## config.mk

```make
export PLATFORM = sky130hd
export DESIGN_NAME = scc_core
export DESIGN_NICKNAME = d
export VERILOG_FILES = /design/src/pkg/scc_pkg.sv /design/src/hw/scc_sync.sv /design/src/hw/scc_core.sv
export SDC_FILE = /design/constraint.sdc
export NUM_CORES = 1
export LEC_CHECK = 0
export BUFFER_PORTS_ARGS = -buffer_cell sky130_fd_sc_hd__buf_2
export CAP_MARGIN = 20
export CORE_UTILIZATION = 63
export CTS_BUF_LIST = sky130_fd_sc_hd__clkbuf_8
export DETAILED_ROUTE_END_ITERATION = 8
export GPL_TIMING_DRIVEN = 1
export PLACE_DENSITY = 0.87
export SLEW_MARGIN = 20
export SYNTH_ARGS = -nofsm -noshare
export SYNTH_HDL_FRONTEND = slang
export SYNTH_SLANG_ARGS = --single-unit
```

## constraint.sdc

```tcl
create_clock -name core_clk -period 5.49 [get_ports core_clk]
set_clock_uncertainty 0.2 [all_clocks]
set_input_delay 0.8235 -clock core_clk [delete_from_list [all_inputs] [get_ports core_clk]]
set_output_delay 0.8235 -clock core_clk [all_outputs]
set_load 0.03 [all_outputs]
```

## src/pkg/scc_pkg.sv

```systemverilog
// Constants and types for the successive-approximation conversion control.
// Assumes a single core clock domain; all users import the whole package.
package scc_pkg;
   localparam int          RESULT_W       = 8;
   localparam int          START_DELAY_W  = 3;
   localparam int          CONV_DIV       = 25;
   localparam int          CONV_DIV_W     = 5;
   localparam logic [7:0]  RESULT_RESET   = 8'h00;
   localparam logic [7:0]  APPROX_INIT    = 8'h80;
   localparam logic [2:0]  START_DLY_MAX  = 3'h7;
   typedef enum logic [1:0] {
      SCC_IDLE,
      SCC_HOLD,
      SCC_WAIT,
      SCC_RUN
   } scc_state_type;
endpackage

```

## src/hw/scc_sync.sv

```systemverilog
// Two flip-flop synchroniser for a bus of pin inputs.
// Assumes inputs are asynchronous to core_clk; reset value is a parameter.
`timescale 1ns/1ps
`default_nettype none
module scc_sync #(
   parameter int         W        = 1,
   parameter logic [0:0] RST_VAL  = 1'b1
) (
   // Clock and reset
   input  wire logic          core_clk,
   input  wire logic          rst_n,
   // Data
   input  wire logic [W-1:0]  async_in,
   output logic [W-1:0]       sync_out
);
   logic [W-1:0] meta;

   always_ff @(posedge core_clk or negedge rst_n) begin
      if (!rst_n) begin
         meta     <= {W{RST_VAL}};
         sync_out <= {W{RST_VAL}};
      end else begin
         meta     <= async_in;
         sync_out <= meta;
      end
   end
endmodule
`default_nettype wire

```

## src/hw/scc_core.sv

```systemverilog
// Conversion control: strobes, bit search, result latch, done flag, data drive.
// Assumes strobes and comparator are asynchronous pins; data pins resolved outside.
// Function
// - All three strobes are active low
// - Start pulse only counts with chip select low
// - Falling strobe edge initialises search, raises done
// - Both strobes low holds block in reset
// - Conversion starts on the eighth period end after release
// - Bit-by-bit successive approximation search
// - Comparator sampled at end of each period
// - Result latched only after all bits decided
// - Completion drives done flag low
// - Read clears done and enables outputs
// - New start aborts running conversion
// - Aborted conversion leaves result latch unchanged
// - Output enable tied low with chip select low shows latest result
`timescale 1ns/1ps
`default_nettype none
module scc_core
   import scc_pkg::*;
#(
   parameter int RW  = RESULT_W,
   parameter int DIV = CONV_DIV
) (
   // Clock and reset
   input  wire logic          core_clk,
   input  wire logic          rst_n,
   // Control strobes
   input  wire logic          chip_sel_n,
   input  wire logic          start_n,
   input  wire logic          out_en_n,
   // Comparator decision, high when input is at or above trial
   input  wire logic          cmp_high,
   // Status and data pins
   output logic               done_flag_n,
   output logic [RW-1:0]      data_out,
   output logic [RW-1:0]      data_oe,
   // Trial code to the ladder
   output logic [RW-1:0]      approx_register
);
   logic                   cs_s, st_s, oe_s, cmp_s;
   logic                   cs_d, st_d;
   logic                   hold;
   logic                   fall;
   logic [CONV_DIV_W-1:0]  div_cnt;
   logic                   period_end;
   logic [START_DELAY_W-1:0] dly_cnt;
   logic [RW-1:0]          bit_mask;
   logic [RW-1:0]          result;
   scc_state_type          state;
   logic                   search_done;

   // Keep or drop the trial bit on the comparator decision
   function automatic logic [RW-1:0] settle_bit(input logic [RW-1:0] code,
                                                input logic [RW-1:0] mask,
                                                input logic          keep);
      if (keep) begin
         return code;
      end else begin
         return code & ~mask;
      end
   endfunction

   // Only the second stage of each pin is read
   scc_sync #(.W(4), .RST_VAL(1'b1)) u_sync (
      .core_clk (core_clk),
      .rst_n    (rst_n),
      .async_in ({chip_sel_n, start_n, out_en_n, cmp_high}),
      .sync_out ({cs_s, st_s, oe_s, cmp_s})
   );

   // Strobes low-active; hold while both low
   assign hold = !cs_s && !st_s;
   // Either strobe falling while other low enters reset
   assign fall = ((cs_d && !cs_s) || (st_d && !st_s)) && hold;

   always_ff @(posedge core_clk or negedge rst_n) begin
      if (!rst_n) begin
         cs_d <= 1'b1;
         st_d <= 1'b1;
      end else begin
         cs_d <= cs_s;
         st_d <= st_s;
      end
   end

   // Conversion clock period derived from core clock
   always_ff @(posedge core_clk or negedge rst_n) begin
      if (!rst_n) begin
         div_cnt <= '0;
      end else if (div_cnt == CONV_DIV_W'(DIV - 1)) begin
         div_cnt <= '0;
      end else begin
         div_cnt <= div_cnt + 1'b1;
      end
   end
   assign period_end = (div_cnt == CONV_DIV_W'(DIV - 1));
   // Last bit decided in an uninterrupted search
   assign search_done = !hold && state == SCC_RUN && period_end && bit_mask[0];

   always_ff @(posedge core_clk or negedge rst_n) begin
      if (!rst_n) begin
         state           <= SCC_IDLE;
         dly_cnt         <= '0;
         bit_mask        <= '0;
         approx_register <= APPROX_INIT;
      end else if (hold) begin
         state           <= SCC_HOLD;
         dly_cnt         <= '0;
         bit_mask        <= APPROX_INIT;
         approx_register <= APPROX_INIT;
      end else begin
         unique case (state)
            SCC_IDLE: begin
            end
            SCC_HOLD: begin
               // Released: start delay counting begins
               state <= SCC_WAIT;
            end
            SCC_WAIT: begin
               if (period_end) begin
                  dly_cnt <= dly_cnt + 1'b1;
                  // Start on the eighth period end
                  if (dly_cnt == START_DLY_MAX) begin
                     state <= SCC_RUN;
                  end
               end
            end
            SCC_RUN: begin
               // Decide one bit per period at its end
               if (period_end) begin
                  approx_register <= settle_bit(approx_register, bit_mask, cmp_s) | (bit_mask >> 1);
                  bit_mask <= bit_mask >> 1;
                  if (bit_mask[0]) begin
                     state <= SCC_IDLE;
                  end
               end
            end
         endcase
      end
   end

   // Latch only on a finished search; abort leaves it
   always_ff @(posedge core_clk or negedge rst_n) begin
      if (!rst_n) begin
         result <= RESULT_RESET;
      end else if (search_done) begin
         result <= settle_bit(approx_register, bit_mask, cmp_s);
      end
   end

   // Done flag: completion lowers it, read or new start raises it
   always_ff @(posedge core_clk or negedge rst_n) begin
      if (!rst_n) begin
         done_flag_n <= 1'b1;
      end else if (search_done) begin
         done_flag_n <= 1'b0;
      end else if (hold || (!cs_s && !oe_s)) begin
         done_flag_n <= 1'b1;
      end
   end

   // Data drive only while selected and enabled
   always_ff @(posedge core_clk or negedge rst_n) begin
      if (!rst_n) begin
         data_out <= RESULT_RESET;
         data_oe  <= '0;
      end else begin
         data_out <= result;
         data_oe  <= {RW{!cs_s && !oe_s}};
      end
   end


   chk_hold_resets: assert property (@(posedge core_clk) disable iff (!rst_n)
      hold |=> (state == SCC_HOLD && approx_register == APPROX_INIT))
      else $error("hold did not reset search");
   chk_hold_done_high: assert property (@(posedge core_clk) disable iff (!rst_n)
      hold |=> done_flag_n)
      else $error("done low during hold");
   chk_data_drive: assert property (@(posedge core_clk) disable iff (!rst_n)
      (cs_s || oe_s) |=> (data_oe == '0))
      else $error("data driven while deselected");
   chk_read_enable: assert property (@(posedge core_clk) disable iff (!rst_n)
      (!cs_s && !oe_s) |=> (data_oe == {RW{1'b1}}))
      else $error("read did not enable data");
   chk_done_fall: assert property (@(posedge core_clk) disable iff (!rst_n)
      $fell(done_flag_n) |-> $past(state) == SCC_RUN && $past(bit_mask[0]))
      else $error("done fell without completion");
   chk_result_hold: assert property (@(posedge core_clk) disable iff (!rst_n)
      (state != SCC_RUN) |=> $stable(result))
      else $error("result changed outside search");
   chk_start_delay: assert property (@(posedge core_clk) disable iff (!rst_n)
      (state == SCC_WAIT && $past(state) == SCC_HOLD) |-> ##[1:200] state != SCC_WAIT || hold)
      else $error("start delay too long");
   chk_sample_edge: assert property (@(posedge core_clk) disable iff (!rst_n)
      (state == SCC_RUN && !hold && !period_end) |=> $stable(approx_register))
      else $error("trial code moved mid period");
   // Strobe edges, refused starts and the done flag
   chk_fall_init: assert property (@(posedge core_clk) disable iff (!rst_n)
      fall |=> (approx_register == APPROX_INIT && done_flag_n))
      else $error("strobe edge did not initialise search");
   chk_refused_start: assert property (@(posedge core_clk) disable iff (!rst_n)
      (cs_s && state != SCC_HOLD) |=> (state != SCC_HOLD))
      else $error("start accepted without chip select");
   chk_done_low: assert property (@(posedge core_clk) disable iff (!rst_n)
      search_done |=> !done_flag_n)
      else $error("done not lowered at completion");
   chk_done_stands: assert property (@(posedge core_clk) disable iff (!rst_n)
      (!done_flag_n && !hold && (cs_s || oe_s)) |=> !done_flag_n)
      else $error("done rose without read or start");

   // Main scenarios
   cov_complete: cover property (@(posedge core_clk) disable iff (!rst_n) $fell(done_flag_n));
   cov_read: cover property (@(posedge core_clk) disable iff (!rst_n) !done_flag_n ##1 (!cs_s && !oe_s));
   cov_abort: cover property (@(posedge core_clk) disable iff (!rst_n) state == SCC_RUN ##1 hold);
   cov_refused: cover property (@(posedge core_clk) disable iff (!rst_n) cs_s && !st_s);
   cov_start_run: cover property (@(posedge core_clk) disable iff (!rst_n) state == SCC_WAIT ##1 state == SCC_RUN);
endmodule
`default_nettype wire

```

Word level (Yosys, flattened, before mapping)
Cells that the tools add are included.

cells by class
  equal/unequal tests = 9
  $add $sub $neg = 2
  reduce and logical (&&, ||, !) cells = 18
  bitwise operators = 3
  mux-type cells = 22

operator list
  operator               number
  $mux W8                10
  $ne A3 B3 Y1 const B   4
  $mux W2                5
  $mux W3                3
  $and A8 B8 Y8          1
  $not A8 Y8             1
  $or A8 B7 Y8           1
  $reduce_bool A2 Y1     4
  $pmux W2 S3            1
  $add A5 B1 Y5 const B  1
  $eq A5 B5 Y1 const B   1
  $logic_and A1 B1 Y1    5
  $mux W5                1
  $reduce_and A5 Y1      1
  $eq A2 B2 Y1 const B   2
  $logic_not A1 Y1       4
  $reduce_and A2 Y1      2
  $reduce_bool A4 Y1     1
  $add A3 B1 Y3 const B  1
  $eq A3 B3 Y1 const B   1
  $eq A2 B1 Y1 const B   1
  $mux W1                2
  $logic_or A1 B1 Y1     1

word-level totals
  output and inout port bits = 25
  logic and storage cells = 65
  bits in registers = 52

Logic depth before layout (Yosys ltp)
  depth after elaboration = 10
  depth in mapped cells = 7
  mapped depth without buffers = 5

Modules after synthesis
From an unflattened synthesis, not the netlist that was laid out.

unflattened totals
  cells, all modules = 178
  area total of the unflattened synthesis = 2,100.8 um2

modules (own cells, without submodules)
  module    area each (um2)  seq. area each (um2)  cells each  times used
  scc_core  1,890.6          1,103.6               170         1
  scc_sync  210.2            210.2                 8           1

Worst setup path before layout
No wires, ideal clock.

  path type = flip-flop to flip-flop
  start = register div_cnt[0]
  end = register result[0]
  library setup time = 0.079 ns
  data required time = 5.211 ns
  slack = 3.617 ns
  arrival time = 1.594 ns
  clock period less this slack = 1.873 ns
  stages on the path, launching flop included = 6
  path through = dfrtp_1 > inv_1 > ha_1 > nand4b_4 > nor4_4 > mux2i_1

on the way
  cells in the longest elaborated chain, start to end = 3

RTL lines
  element                            RTL line         source
  start, declared                    scc_core.sv:45   logic [CONV_DIV_W-1:0] div_cnt;
  start signal, assigned             scc_core.sv:94   div_cnt <= div_cnt + 1'b1;
  $eq A5 B5 Y1                       scc_core.sv:97   assign period_end = (div_cnt == CONV_DIV_W'(DIV - 1));
  $logic_and A1 B1 Y1 (2 in series)  scc_core.sv:99   assign search_done = !hold && state == SCC_RUN && period_end && bit_mask[0];
  end signal, assigned               scc_core.sv:148  result <= settle_bit(approx_register, bit_mask, cmp_s);
  end, declared                      scc_core.sv:49   logic [RW-1:0] result;

Every way passes these cells.
A chain may end at the register's enable or synchronous reset.

Final worst setup path
  start = register div_cnt[0]
  end = register result[3]

The elaborated chain is that of the path after synthesis.

==> run metrics <==
status complete, no violations; ANT nets after route 0; Hold Violations, Final 0; vias in the first global route 1314; FF-to-FF path depth 5; fill count 223; postcts setup bufs 0; Internal 0.487 mW; DRC 0; Routed WL per cell 14.3 um; synth unique cells 30; routed via count 1353; CTS sink count 52; final wirelength approximately 3.6 mm; clock network power share 0.308; Die ar. 3570 um^2; clock latency at the later pin of the worst-skew pair 300 ps; Req. time, crit path 5500 ps; clock slew at reported path FFs 80 ps; Power Density 274 nW/um^2; total gr overflow 0; Site Rows 20; detailed placer's ending HPWL between 2 and 2.5 mm; fin crit share 0.429; post_cts resized 0; commonest non-fill, non-tap cell in the layout dfrtp_1; RSZ-0062 raised after global routing no; gpl congestion between 0.7 and 0.8; R2R Setup Slk roughly 3100 ps; P&R area growth vs syn 10.1%; startpoint types register; Tot GR Track Use 0.230; slew margin rel. 0.547; post-synthesis cell count 182; Finished Layout Cells 250; Net Sw Frac 0.233; TritonCTS clock tree done; Ys Warns 0; Starting Density 0.678; CP max-delay cell nor4_4; crit path capture result[3]$_DFFE_PN0P_; measured slew at the worst slew-check pin 675 ps; biggest area consumer among synthesized cells dfrtp_1; Final min period 2360 ps; core box area 3100 um^2; DR vias/cell around 5.4; CP Capture Type register; sequential share of power 0.624; maxcap violations 0; Die Span Y ~60 um; Initial DRC Count 54; layout cells sized above 1 0.233; crit-path cells inv_1 > ha_1 > nand4b_4 > nor4_4 > mux2i_1; Root Buffer clkbuf_8; Tightest Hold Check Type reg -> reg; post-synth top area share 0.500; Net Switching 0.148 mW; total CTS buffers 5; flops & latches, synth 52; max incr delay on CP slightly above 700 ps; clk buf depth 2; total negative slack 0 ps; hold_sp u_sync.meta[3]$_DFF_PN1_; die width 59.8 um; Post-Syn Nets ~190; R2R Path Start div_cnt[0]$_DFF_PN0_; R2R Path End result[3]$_DFFE_PN0P_; Max IR drop VDD 0.153 mV; # placed instances 242; Combinational Power Share 0.068; commonest cells after routing, fill and taps aside 42 x dfrtp_1, 29 x buf_2, 17 x a21oi_1, 16 x o21ai_0, 15 x inv_1; mapped cell area 2100 um^2; DR pass1 iterations 4; first-pass GRT wire length just under 6 mm; Synth area leaders dfrtp_1 50%, dfstp_2 12%, a21oi_1 4.0%, mux2i_1 3.8%, o21ai_0 3.8%; Critical Setup Path Class reg -> reg; CP max FO 24; largest net degree at the start of global routing 53; diodes inserted 0; CTS hold repair buffers 0; Nets 215; Max Clk Rate 425 MHz; Port Buf Inserts 30; initial antenna violation count 0; # IOs 31; Critical path origin div_cnt[0]$_DFF_PN0_; WP data arrival 2370 ps; sequential fraction of the synthesis area 0.625; Slew Limit Fails 0; syn avg cell area approximately 12 um^2; final setup violation count 0; CTS H-tree lvls 2; Leak Pwr 1.08 nW
==> flip-flops by register name, indices dropped and copies added (netlist names), 2 cells and up <==
name	count
approx_register	8
bit_mask	8
data_out	8
div_cnt	5
dly_cnt	3
result	8
state	2
u_sync.meta	4
u_sync.sync_out	4
==> how the worst min path moves through the flow <==
stage	end	cells after the start
after floorplan	u_sync.sync_out[0]$_DFF_PN1_	0
after global placement	u_sync.sync_out[1]$_DFF_PN1_	0
after detailed placement	u_sync.sync_out[3]$_DFF_PN1_	0
after CTS	u_sync.sync_out[3]$_DFF_PN1_	0
after global routing	u_sync.sync_out[0]$_DFF_PN1_	0
final	u_sync.sync_out[3]$_DFF_PN1_	0
==> layer usage <==
layer,vias to the layer above,track usage,part of all wire
met3,8,0.0584,0.039
met2,34,0.383,0.52
li1,657,-,-
met1,654,0.283,0.43
met5,-,0,0
met4,0,0.103,0.017
==> worst max-delay path, delay by kind of cell, from the launching register on <==
family,cells,cell delay (ps)
adders and majority gates,1,230
buffers and inverters,1,80
DFF,1,420
muxes,1,290
and+or+nand+nor,2,1040
==> per-stage QoR <==
step                cell area (um^2)  utilization  total power, mW  hold slack [ps]  worst slack (ps)
global placement                2230        0.719            0.444              146              3290
finish                          2310        0.746            0.635              157              3130
detailed placement              2230        0.719            0.446              147              3140
CTS                             2310        0.745            0.642              158              3120
global route                    2310        0.746            0.663              167              2980
floorplan                       2100            -            0.433              145              3620
==> synthesized netlist by cell type, drive strengths merged <==
cell type / n
dfrtp: 42
a21oi: 17
clkbuf: 7
nor3: 1
or3: 1
inv: 12
nand2: 10
o31ai: 7
mux2i: 8
nor2b: 1
and4b: 1
xnor2: 1
dfstp: 10
ha: 4
xor2: 1
a311oi: 1
nand2b: 8
buf: 8
nand3b: 1
a31oi: 1
o21ai: 16
a22o: 1
nor2: 7
nand4b: 1
nor4: 1
o22ai: 1
o41ai: 1
nand3: 10
and2: 2
==> layout make-up <==
type | instances | area [um^2] | area share
multi-input cells | 103 | 661 | 0.285
clock inverters | 3 | 11.3 | 0.00486
well taps | 44 | 55.1 | 0.0238
repair buffers | 31 | 160 | 0.0692
flip-flops and latches | 52 | 1310 | 0.568
inverters | 12 | 45.0 | 0.0195
clock buffers | 5 | 68.8 | 0.0297
==> cells by family after synthesis <==
family	Yosys count	synth area share
simple gates	44	0.122
mux	8	0.0381
buf+inv	27	0.0613
flops	52	0.625
compound gates	45	0.122
fa+ha+maj	4	0.0238
xor+xnor	2	0.00833
==> power by group through the flow <==
stage / Combinational, mW / Clock (mW) / Sequential [mW]
after global placement: 0.0408 / 0 / 0.403
after CTS: 0.0433 / 0.203 / 0.396
after detailed placement: 0.0428 / 0 / 0.404
final: 0.0431 / 0.195 / 0.397
after floorplan: 0.0295 / 0 / 0.403
after global routing: 0.0489 / 0.217 / 0.397
No activity file was read; power rests on OpenSTA's default activity.
